[src/dlic_consts.svh]
`ifndef DLIC_CONSTS_SVH
`define DLIC_CONSTS_SVH

// register byte addresses
`define DLIC_ADDR_NORMAL_STATUS    32'hffff0000
`define DLIC_ADDR_NORMAL_RAW       32'hffff0004
`define DLIC_ADDR_NORMAL_ENABLE    32'hffff0008
`define DLIC_ADDR_NORMAL_EN_CLEAR  32'hffff000c
`define DLIC_ADDR_SW_TRIGGER       32'hffff0010
`define DLIC_ADDR_FAST_STATUS      32'hffff0100
`define DLIC_ADDR_FAST_RAW         32'hffff0104
`define DLIC_ADDR_FAST_ENABLE      32'hffff0108
`define DLIC_ADDR_FAST_EN_CLEAR    32'hffff010c

// reset values
`define DLIC_RST_ENABLE            32'h00000000
`define DLIC_RST_SW_TRIGGER        2'h0

// field positions
`define DLIC_BIT_FAST_OR           0
`define DLIC_BIT_SW_SOURCE         1
`define DLIC_BIT_SWT_NORMAL        1
`define DLIC_BIT_SWT_FAST          2
`define DLIC_BIT_EXT0              15
`define DLIC_BIT_EXT1              18
`define DLIC_BIT_EXT2              21
`define DLIC_BIT_EXT3              22
`define DLIC_BIT_PWM               23

// bits 24..31 are reserved: no source, enable bits held at zero
`define DLIC_IMPL_MASK             32'h00fffffe

`endif

[src/dlic_pkg.sv]
package dlic_pkg;

    typedef struct packed {
        logic        cyc;
        logic        stb;
        logic        we;
        logic [31:0] adr;
        logic [3:0]  sel;
        logic [31:0] dat;
    } dlic_wb_req_t;

    typedef struct packed {
        logic        normal;
        logic        fast;
    } dlic_req_out_t;

endpackage

[src/dlic_ctrl.sv]
`timescale 1ns/1ps
`include "dlic_consts.svh"

module dlic_ctrl (
    input  wire logic                   CLK,
    input  wire logic                   RST,
    input  wire dlic_pkg::dlic_wb_req_t WB_REQ,
    output logic [31:0]                 WB_DAT_O,
    output logic                        WB_ACK_O,
    output logic                        WB_ERR_O,
    input  wire logic [31:0]            PERIPH_REQ,
    input  wire logic                   PWM_TRIP,
    input  wire logic                   PWM_SYNC,
    input  wire logic [3:0]             EXT_REQUEST_PIN,
    output dlic_pkg::dlic_req_out_t     CORE_REQ
);
    import dlic_pkg::*;

    // =========================================================
    // address decode
    // =========================================================
    typedef enum logic [3:0] {
        DLIC_SEL_NONE, DLIC_SEL_NST, DLIC_SEL_NRAW, DLIC_SEL_NEN, DLIC_SEL_NCLR,
        DLIC_SEL_SWT, DLIC_SEL_FST, DLIC_SEL_FRAW, DLIC_SEL_FEN, DLIC_SEL_FCLR
    } dlic_sel_t;

    function automatic dlic_sel_t decode(input logic [31:0] adr);
        unique case (adr)
            `DLIC_ADDR_NORMAL_STATUS:   decode = DLIC_SEL_NST;
            `DLIC_ADDR_NORMAL_RAW:      decode = DLIC_SEL_NRAW;
            `DLIC_ADDR_NORMAL_ENABLE:   decode = DLIC_SEL_NEN;
            `DLIC_ADDR_NORMAL_EN_CLEAR: decode = DLIC_SEL_NCLR;
            `DLIC_ADDR_SW_TRIGGER:      decode = DLIC_SEL_SWT;
            `DLIC_ADDR_FAST_STATUS:     decode = DLIC_SEL_FST;
            `DLIC_ADDR_FAST_RAW:        decode = DLIC_SEL_FRAW;
            `DLIC_ADDR_FAST_ENABLE:     decode = DLIC_SEL_FEN;
            `DLIC_ADDR_FAST_EN_CLEAR:   decode = DLIC_SEL_FCLR;
            default:                    decode = DLIC_SEL_NONE;
        endcase
    endfunction

    // byte enables widened to a bit mask
    function automatic logic [31:0] lane_mask(input logic [3:0] sel);
        for (int i = 0; i < 4; i++) begin
            lane_mask[i*8 +: 8] = {8{sel[i]}};
        end
    endfunction

    // =========================================================
    // source synchronisers
    // =========================================================
    // pins and peripheral lines may come from other clocks
    logic [3:0]  ext_meta_ff;
    logic [3:0]  ext_sync_ff;
    logic [31:0] per_meta_ff;
    logic [31:0] per_sync_ff;
    logic [1:0]  pwm_meta_ff;
    logic [1:0]  pwm_sync_ff;
    logic [3:0]  nxt_ext_meta;
    logic [31:0] nxt_per_meta;
    logic [1:0]  nxt_pwm_meta;

    always_comb begin
        nxt_ext_meta = EXT_REQUEST_PIN;
        nxt_per_meta = PERIPH_REQ;
        nxt_pwm_meta = {PWM_SYNC, PWM_TRIP};
    end

    always_ff @(posedge CLK) begin
        if (RST) begin
            ext_meta_ff <= 4'h0;
            ext_sync_ff <= 4'h0;
            per_meta_ff <= 32'h0;
            per_sync_ff <= 32'h0;
            pwm_meta_ff <= 2'h0;
            pwm_sync_ff <= 2'h0;
        end else begin
            ext_meta_ff <= nxt_ext_meta;
            ext_sync_ff <= ext_meta_ff;
            per_meta_ff <= nxt_per_meta;
            per_sync_ff <= per_meta_ff;
            pwm_meta_ff <= nxt_pwm_meta;
            pwm_sync_ff <= pwm_meta_ff;
        end
    end

    // =========================================================
    // register write decode
    // =========================================================
    logic        wb_hit;
    logic        wr_stb;
    dlic_sel_t   sel_dec;
    logic [31:0] wmask;
    logic [31:0] wbits;

    always_comb begin
        sel_dec = decode(WB_REQ.adr);
        wb_hit  = WB_REQ.cyc && WB_REQ.stb && !WB_ACK_O && !WB_ERR_O;
        wr_stb  = wb_hit && WB_REQ.we;
        wmask   = lane_mask(WB_REQ.sel);
        wbits   = WB_REQ.dat & wmask & `DLIC_IMPL_MASK;
    end

    // =========================================================
    // enable masks and software trigger
    // =========================================================
    logic [31:0] nen_ff;
    logic [31:0] fen_ff;
    logic [1:0]  swt_ff;
    logic [31:0] nxt_nen;
    logic [31:0] nxt_fen;
    logic [1:0]  nxt_swt;

    always_comb begin
        nxt_nen = nen_ff;
        nxt_fen = fen_ff;
        nxt_swt = swt_ff;
        if (wr_stb) begin
            unique case (sel_dec)
                DLIC_SEL_NEN: begin
                    nxt_nen = nen_ff | wbits;
                    nxt_fen = fen_ff & ~wbits;
                end
                DLIC_SEL_FEN: begin
                    nxt_fen = fen_ff | wbits;
                    nxt_nen = nen_ff & ~wbits;
                end
                DLIC_SEL_NCLR: nxt_nen = nen_ff & ~wbits;
                DLIC_SEL_FCLR: nxt_fen = fen_ff & ~wbits;
                DLIC_SEL_SWT: begin
                    // a byte lane left out keeps its trigger bit
                    if (WB_REQ.sel[0]) begin
                        nxt_swt = {WB_REQ.dat[`DLIC_BIT_SWT_FAST],
                                   WB_REQ.dat[`DLIC_BIT_SWT_NORMAL]};
                    end
                end
                default: ;
            endcase
        end
    end

    always_ff @(posedge CLK) begin
        if (RST) begin
            nen_ff <= `DLIC_RST_ENABLE;
            fen_ff <= `DLIC_RST_ENABLE;
            swt_ff <= `DLIC_RST_SW_TRIGGER;
        end else begin
            nen_ff <= nxt_nen;
            fen_ff <= nxt_fen;
            swt_ff <= nxt_swt;
        end
    end

    // =========================================================
    // raw signals, status and requests
    // =========================================================
    // raw vectors are combinational from synchronised sources; no vector or
    // priority is formed, software scans the status word
    logic [31:0] src_common;
    logic [31:0] nraw;
    logic [31:0] fraw;
    logic [31:0] nsta;
    logic [31:0] fsta;
    logic        fast_or;

    always_comb begin
        src_common = per_sync_ff & `DLIC_IMPL_MASK;
        src_common[`DLIC_BIT_SW_SOURCE] = 1'b0;
        src_common[`DLIC_BIT_EXT0] = ext_sync_ff[0];
        src_common[`DLIC_BIT_EXT1] = ext_sync_ff[1];
        src_common[`DLIC_BIT_EXT2] = ext_sync_ff[2];
        src_common[`DLIC_BIT_EXT3] = ext_sync_ff[3];
        fraw = src_common;
        fraw[`DLIC_BIT_PWM] = pwm_sync_ff[1];
        fraw[`DLIC_BIT_SW_SOURCE] = swt_ff[1];
        // fast status bits ignore the mask for the software source
        fsta = fraw & (fen_ff | 32'h00000002);
        fsta[`DLIC_BIT_FAST_OR] = 1'b0;
        fast_or = |fsta[31:1];
        fsta[`DLIC_BIT_FAST_OR] = fast_or;
        fraw[`DLIC_BIT_FAST_OR] = fast_or;
        nraw = src_common;
        nraw[`DLIC_BIT_PWM] = pwm_sync_ff[0];
        nraw[`DLIC_BIT_SW_SOURCE] = swt_ff[0];
        nraw[`DLIC_BIT_FAST_OR] = fast_or;
        nsta = nraw & (nen_ff | 32'h00000002);
        nsta[`DLIC_BIT_FAST_OR] = fast_or;
    end

    // registered request levels, one cycle after the status word changes
    dlic_req_out_t req_ff;
    dlic_req_out_t nxt_req;

    always_comb begin
        nxt_req.normal = |nsta;
        nxt_req.fast   = fast_or;
    end

    always_ff @(posedge CLK) begin
        if (RST) begin
            req_ff <= '0;
        end else begin
            req_ff <= nxt_req;
        end
    end

    assign CORE_REQ = req_ff;

    // =========================================================
    // wishbone answer
    // =========================================================
    // one wait state: ack comes the edge after the request is seen
    logic        ack_ff;
    logic        err_ff;
    logic [31:0] rdat_ff;
    logic        nxt_ack;
    logic        nxt_err;
    logic [31:0] nxt_rdat;

    always_comb begin
        nxt_ack  = 1'b0;
        nxt_err  = 1'b0;
        nxt_rdat = 32'h0;
        if (wb_hit) begin
            if (sel_dec == DLIC_SEL_NONE) begin
                nxt_err = 1'b1;
            end else begin
                nxt_ack = 1'b1;
            end
            if (!WB_REQ.we) begin
                unique case (sel_dec)
                    DLIC_SEL_NST:  nxt_rdat = nsta;
                    DLIC_SEL_NRAW: nxt_rdat = nraw;
                    DLIC_SEL_NEN:  nxt_rdat = nen_ff;
                    DLIC_SEL_FST:  nxt_rdat = fsta;
                    DLIC_SEL_FRAW: nxt_rdat = fraw;
                    DLIC_SEL_FEN:  nxt_rdat = fen_ff;
                    default:       nxt_rdat = 32'h0;
                endcase
            end
        end
    end

    always_ff @(posedge CLK) begin
        if (RST) begin
            ack_ff  <= 1'b0;
            err_ff  <= 1'b0;
            rdat_ff <= 32'h0;
        end else begin
            ack_ff  <= nxt_ack;
            err_ff  <= nxt_err;
            rdat_ff <= nxt_rdat;
        end
    end

    assign WB_ACK_O = ack_ff;
    assign WB_ERR_O = err_ff;
    assign WB_DAT_O = rdat_ff;

endmodule

[config.mk]
export PLATFORM = sky130hd
export DESIGN_NAME = dlic_ctrl
export DESIGN_NICKNAME = d
export VERILOG_FILES = /design/src/dlic_pkg.sv /design/src/dlic_ctrl.sv
export VERILOG_INCLUDE_DIRS = /design/src
export SDC_FILE = /design/constraint.sdc
export NUM_CORES = 1
export LEC_CHECK = 0
export ABC_CLOCK_PERIOD_IN_PS = 2320
export BUFFER_PORTS_ARGS = -buffer_cell sky130_fd_sc_hd__clkbuf_2
export CORE_ASPECT_RATIO = 1.5
export CORE_UTILIZATION = 35
export DETAILED_ROUTE_END_ITERATION = 16
export GPL_TIMING_DRIVEN = 0
export MAX_ROUTING_LAYER = met4
export PLACE_DENSITY = 0.56
export SYNTH_ARGS = -nofsm -noshare
export SYNTH_HDL_FRONTEND = slang
export SYNTH_SLANG_ARGS = --single-unit
[constraint.sdc]
create_clock -name CLK -period 2.32 [get_ports CLK]
set_input_delay 0.116 -clock CLK [delete_from_list [all_inputs] [get_ports CLK]]
set_output_delay 0.116 -clock CLK [all_outputs]
set_load 0.03 [all_outputs]
==> flow_metrics.env <==
export IMPL_finalHoldViolCount=0
export IMPL_placed_area_um2=6382
export IMPL_syn_inst=620
export IMPL_dieWidth_um=104.8
export IMPL_synthFlopType="dfxtp_1"
export IMPL_wirelength_um=20000
export IMPL_ant_nets=0
export IMPL_initial_core_util_pct=35.66
export IMPL_wire_per_inst_um=19.61
export IMPL_ys_warn_count=0
export IMPL_io_pins=147
export IMPL_initialDrtViolationCount=532
export IMPL_die_h_um=156.2
export IMPL_post_synth_cell_area_avg_um2=8.946
export IMPL_post_route_period_util_pct=96.84
export IMPL_synth_distinct_cells=56
export IMPL_fmax_mhz=445.1
export IMPL_firstDrtPassIters=5
export IMPL_core_region_area_um2=15550
export IMPL_syn_area_um2=5547
export IMPL_port_buffers=111
export IMPL_rsz0062_at_grt="yes"
export IMPL_outcome="finished, final reports clean"
export IMPL_criticalPathCategory="primary input to flop"
export IMPL_skew_ns=0.01730
export IMPL_worst_slack_ns=0.07321
export IMPL_grt_overflow_total=0
export IMPL_worst_path_max_fanout=10
export IMPL_htreeDepth=4
export IMPL_synth_seq_area_share_pct=44.03
export IMPL_grt_max_degree=17
export IMPL_max_slew_margin_pct=34.05
export IMPL_ys_seq_elements=122
export IMPL_antennaDiodeCount=0
export IMPL_place_ws_ns=-0.7546
export IMPL_whs_ns=0.06876
export IMPL_drive_above_1_share_pct=23.62
export IMPL_r2r_slack_ns=0.13
export IMPL_pwr_density_cell_nw_per_um2=724.4
export IMPL_clk_pin_slew_worst_paths_ns=0.06
export IMPL_finalNetCount=915
export IMPL_hpwlAfterDp_um=14790
export IMPL_finalInstanceArea_um2=7559
export IMPL_p_leak_nw=3.032
export IMPL_vias=5830
export IMPL_syn2layout_area_growth_pct=36.27
export IMPL_period_needed_ns=2.247
export IMPL_slew_violations=0
export IMPL_layout_common_cells="dfxtp_1 (122), clkbuf_2 (113), nand2_1 (54)"
export IMPL_grt_pass1_wl_um=30560
export IMPL_power_total_w=0.005476
export IMPL_cts_root_buf="clkbuf_16"
export IMPL_antenna_found_initial=0
export IMPL_fp_dieArea_um2=16370
export IMPL_cp_end_kind="flop"
export IMPL_synth_edf_count=0
export IMPL_cts_buffers=17
export IMPL_ir_drop_mv=0.4315
export IMPL_grt_pass1_vias=5550
export IMPL_rows=56
export IMPL_stdcell_count=1020
export IMPL_layout_commonest_cell="dfxtp_1"
export IMPL_grt_util_all_layers_pct=25.51
export IMPL_crit_arrival_ns=2.57
export IMPL_setup_viol=0
export IMPL_drv_cap=0
export IMPL_clk_latency_ns=0.42
export IMPL_cts_tree="yes"
export IMPL_cts_buffer_depth=2
export IMPL_gp_congestion=0.9462
export IMPL_cp_data_required_time_ns=2.64
export IMPL_tightestPinTransition_ns=0.9834
export IMPL_hold_class="primary input to flop"
export IMPL_cts_sinks=122
export IMPL_async_flop_share_pct=0
export IMPL_dpl_cell_count=941
export IMPL_post_route_drc_count=0
export IMPL_worstSetupStartpointType="primary input"
export IMPL_via_per_inst=5.716
[cells by family (layout without fill, tap and decap cells)]
family | count (synthesis) | count (layout) | share of synthesized area, %
compound gates | 207 | 207 | 26.42
xor+xnor | 1 | 1 | 0.1579
buf+inv | 59 | 249 | 4.963
flops | 122 | 122 | 44.03
mux | 1 | 1 | 0.1805
other cells | 1 | 8 | 0.06761
simple gates | 229 | 229 | 24.18
[through the flow]
| stage | TNS, ns | util, % |
|---|---|---|
| global placement | -33.58 | 41.03 |
| CTS | 0 | 48.48 |
| floorplan | 0 | - |
| finish | 0 | 48.59 |
| detailed placement | -33.42 | 41.03 |
| global route | -0.007727 | 48.59 |
[cells in the mapped netlist (all sizes together) (3+ instances only)]
cell type / count / area (µm²)
dfxtp: 122 / 2442
a21oi: 51 / 255.2
a311oi: 21 / 183.9
buf: 17 / 117.6
nand3b: 12 / 90.09
o21ai: 6 / 30.03
a32o: 5 / 50.05
o21a: 21 / 157.7
clkbuf: 40 / 150.1
nor2b: 50 / 312.8
nand2b: 6 / 37.54
nand2: 54 / 202.7
nor3: 30 / 245.2
a22oi: 17 / 127.6
nor2: 32 / 120.1
nor3b: 3 / 22.52
nor4: 6 / 52.55
nand4: 7 / 43.79
a32oi: 21 / 183.9
nand3: 9 / 45.04
a21o: 24 / 180.2
a31oi: 25 / 156.4
or4: 4 / 33.78
[final cells by class]
type	instances	area, µm²
Multi-Input combinational cell	446	2905
Fill cell	1533	7996
Timing Repair Buffer	159	1031
Sequential cell	122	2442
Inverter	2	7.507
Buffer	56	271.5
Clock buffer	22	484.2
Tap cell	203	254.0
Clock inverter	10	162.7
[layer usage]
| metal | GRT usage, % | wire, µm | vias up |
|---|---|---|---|
| li1 | - | - | 2680 |
| met1 | 27.33 | 7472 | 2740 |
| met2 | 43.46 | 9926 | 320 |
| met3 | 4.219 | 1373 | 90 |
| met4 | 16.83 | 1229 | 0 |
| met5 | - | 0 | - |
[worst paths after layout]
path                   start              end  cells past startpoint
min               WB_REQ[68]      WB_DAT_O[0]                      3
min reg2reg  per_meta_ff[11]  per_sync_ff[11]                      1
max               WB_REQ[40]     WB_DAT_O[21]                      8
max reg2reg         WB_ERR_O             flop                      7
[power by group]
| group | internal, W | switching (W) |
|---|---|---|
| Combinational | 0.000190 | 0.000240 |
| Sequential | 0.00213 | 0.0000305 |
| Clock | 0.00191 | 0.000968 |
| Total | 0.00424 | 0.00124 |
[critical path: stages]
cell and delay (ns):
clkbuf_1 0.22, or4_1 0.64, nor2_2 0.24, nand3_1 0.13, or4b_1 0.56, clkbuf_1 0.18
buf_2 0.23, a21oi_1 0.25
[what timing repair did]
item	CTS	global route
endpoints found under the hold margin	48	0
gates resized for setup	7	6
pin swaps	1	1
setup endpoints to repair	64	39
hold buffers	46	0
setup buffers	1	1
cloned	0	0
Power figures use the tool's default switching activity.
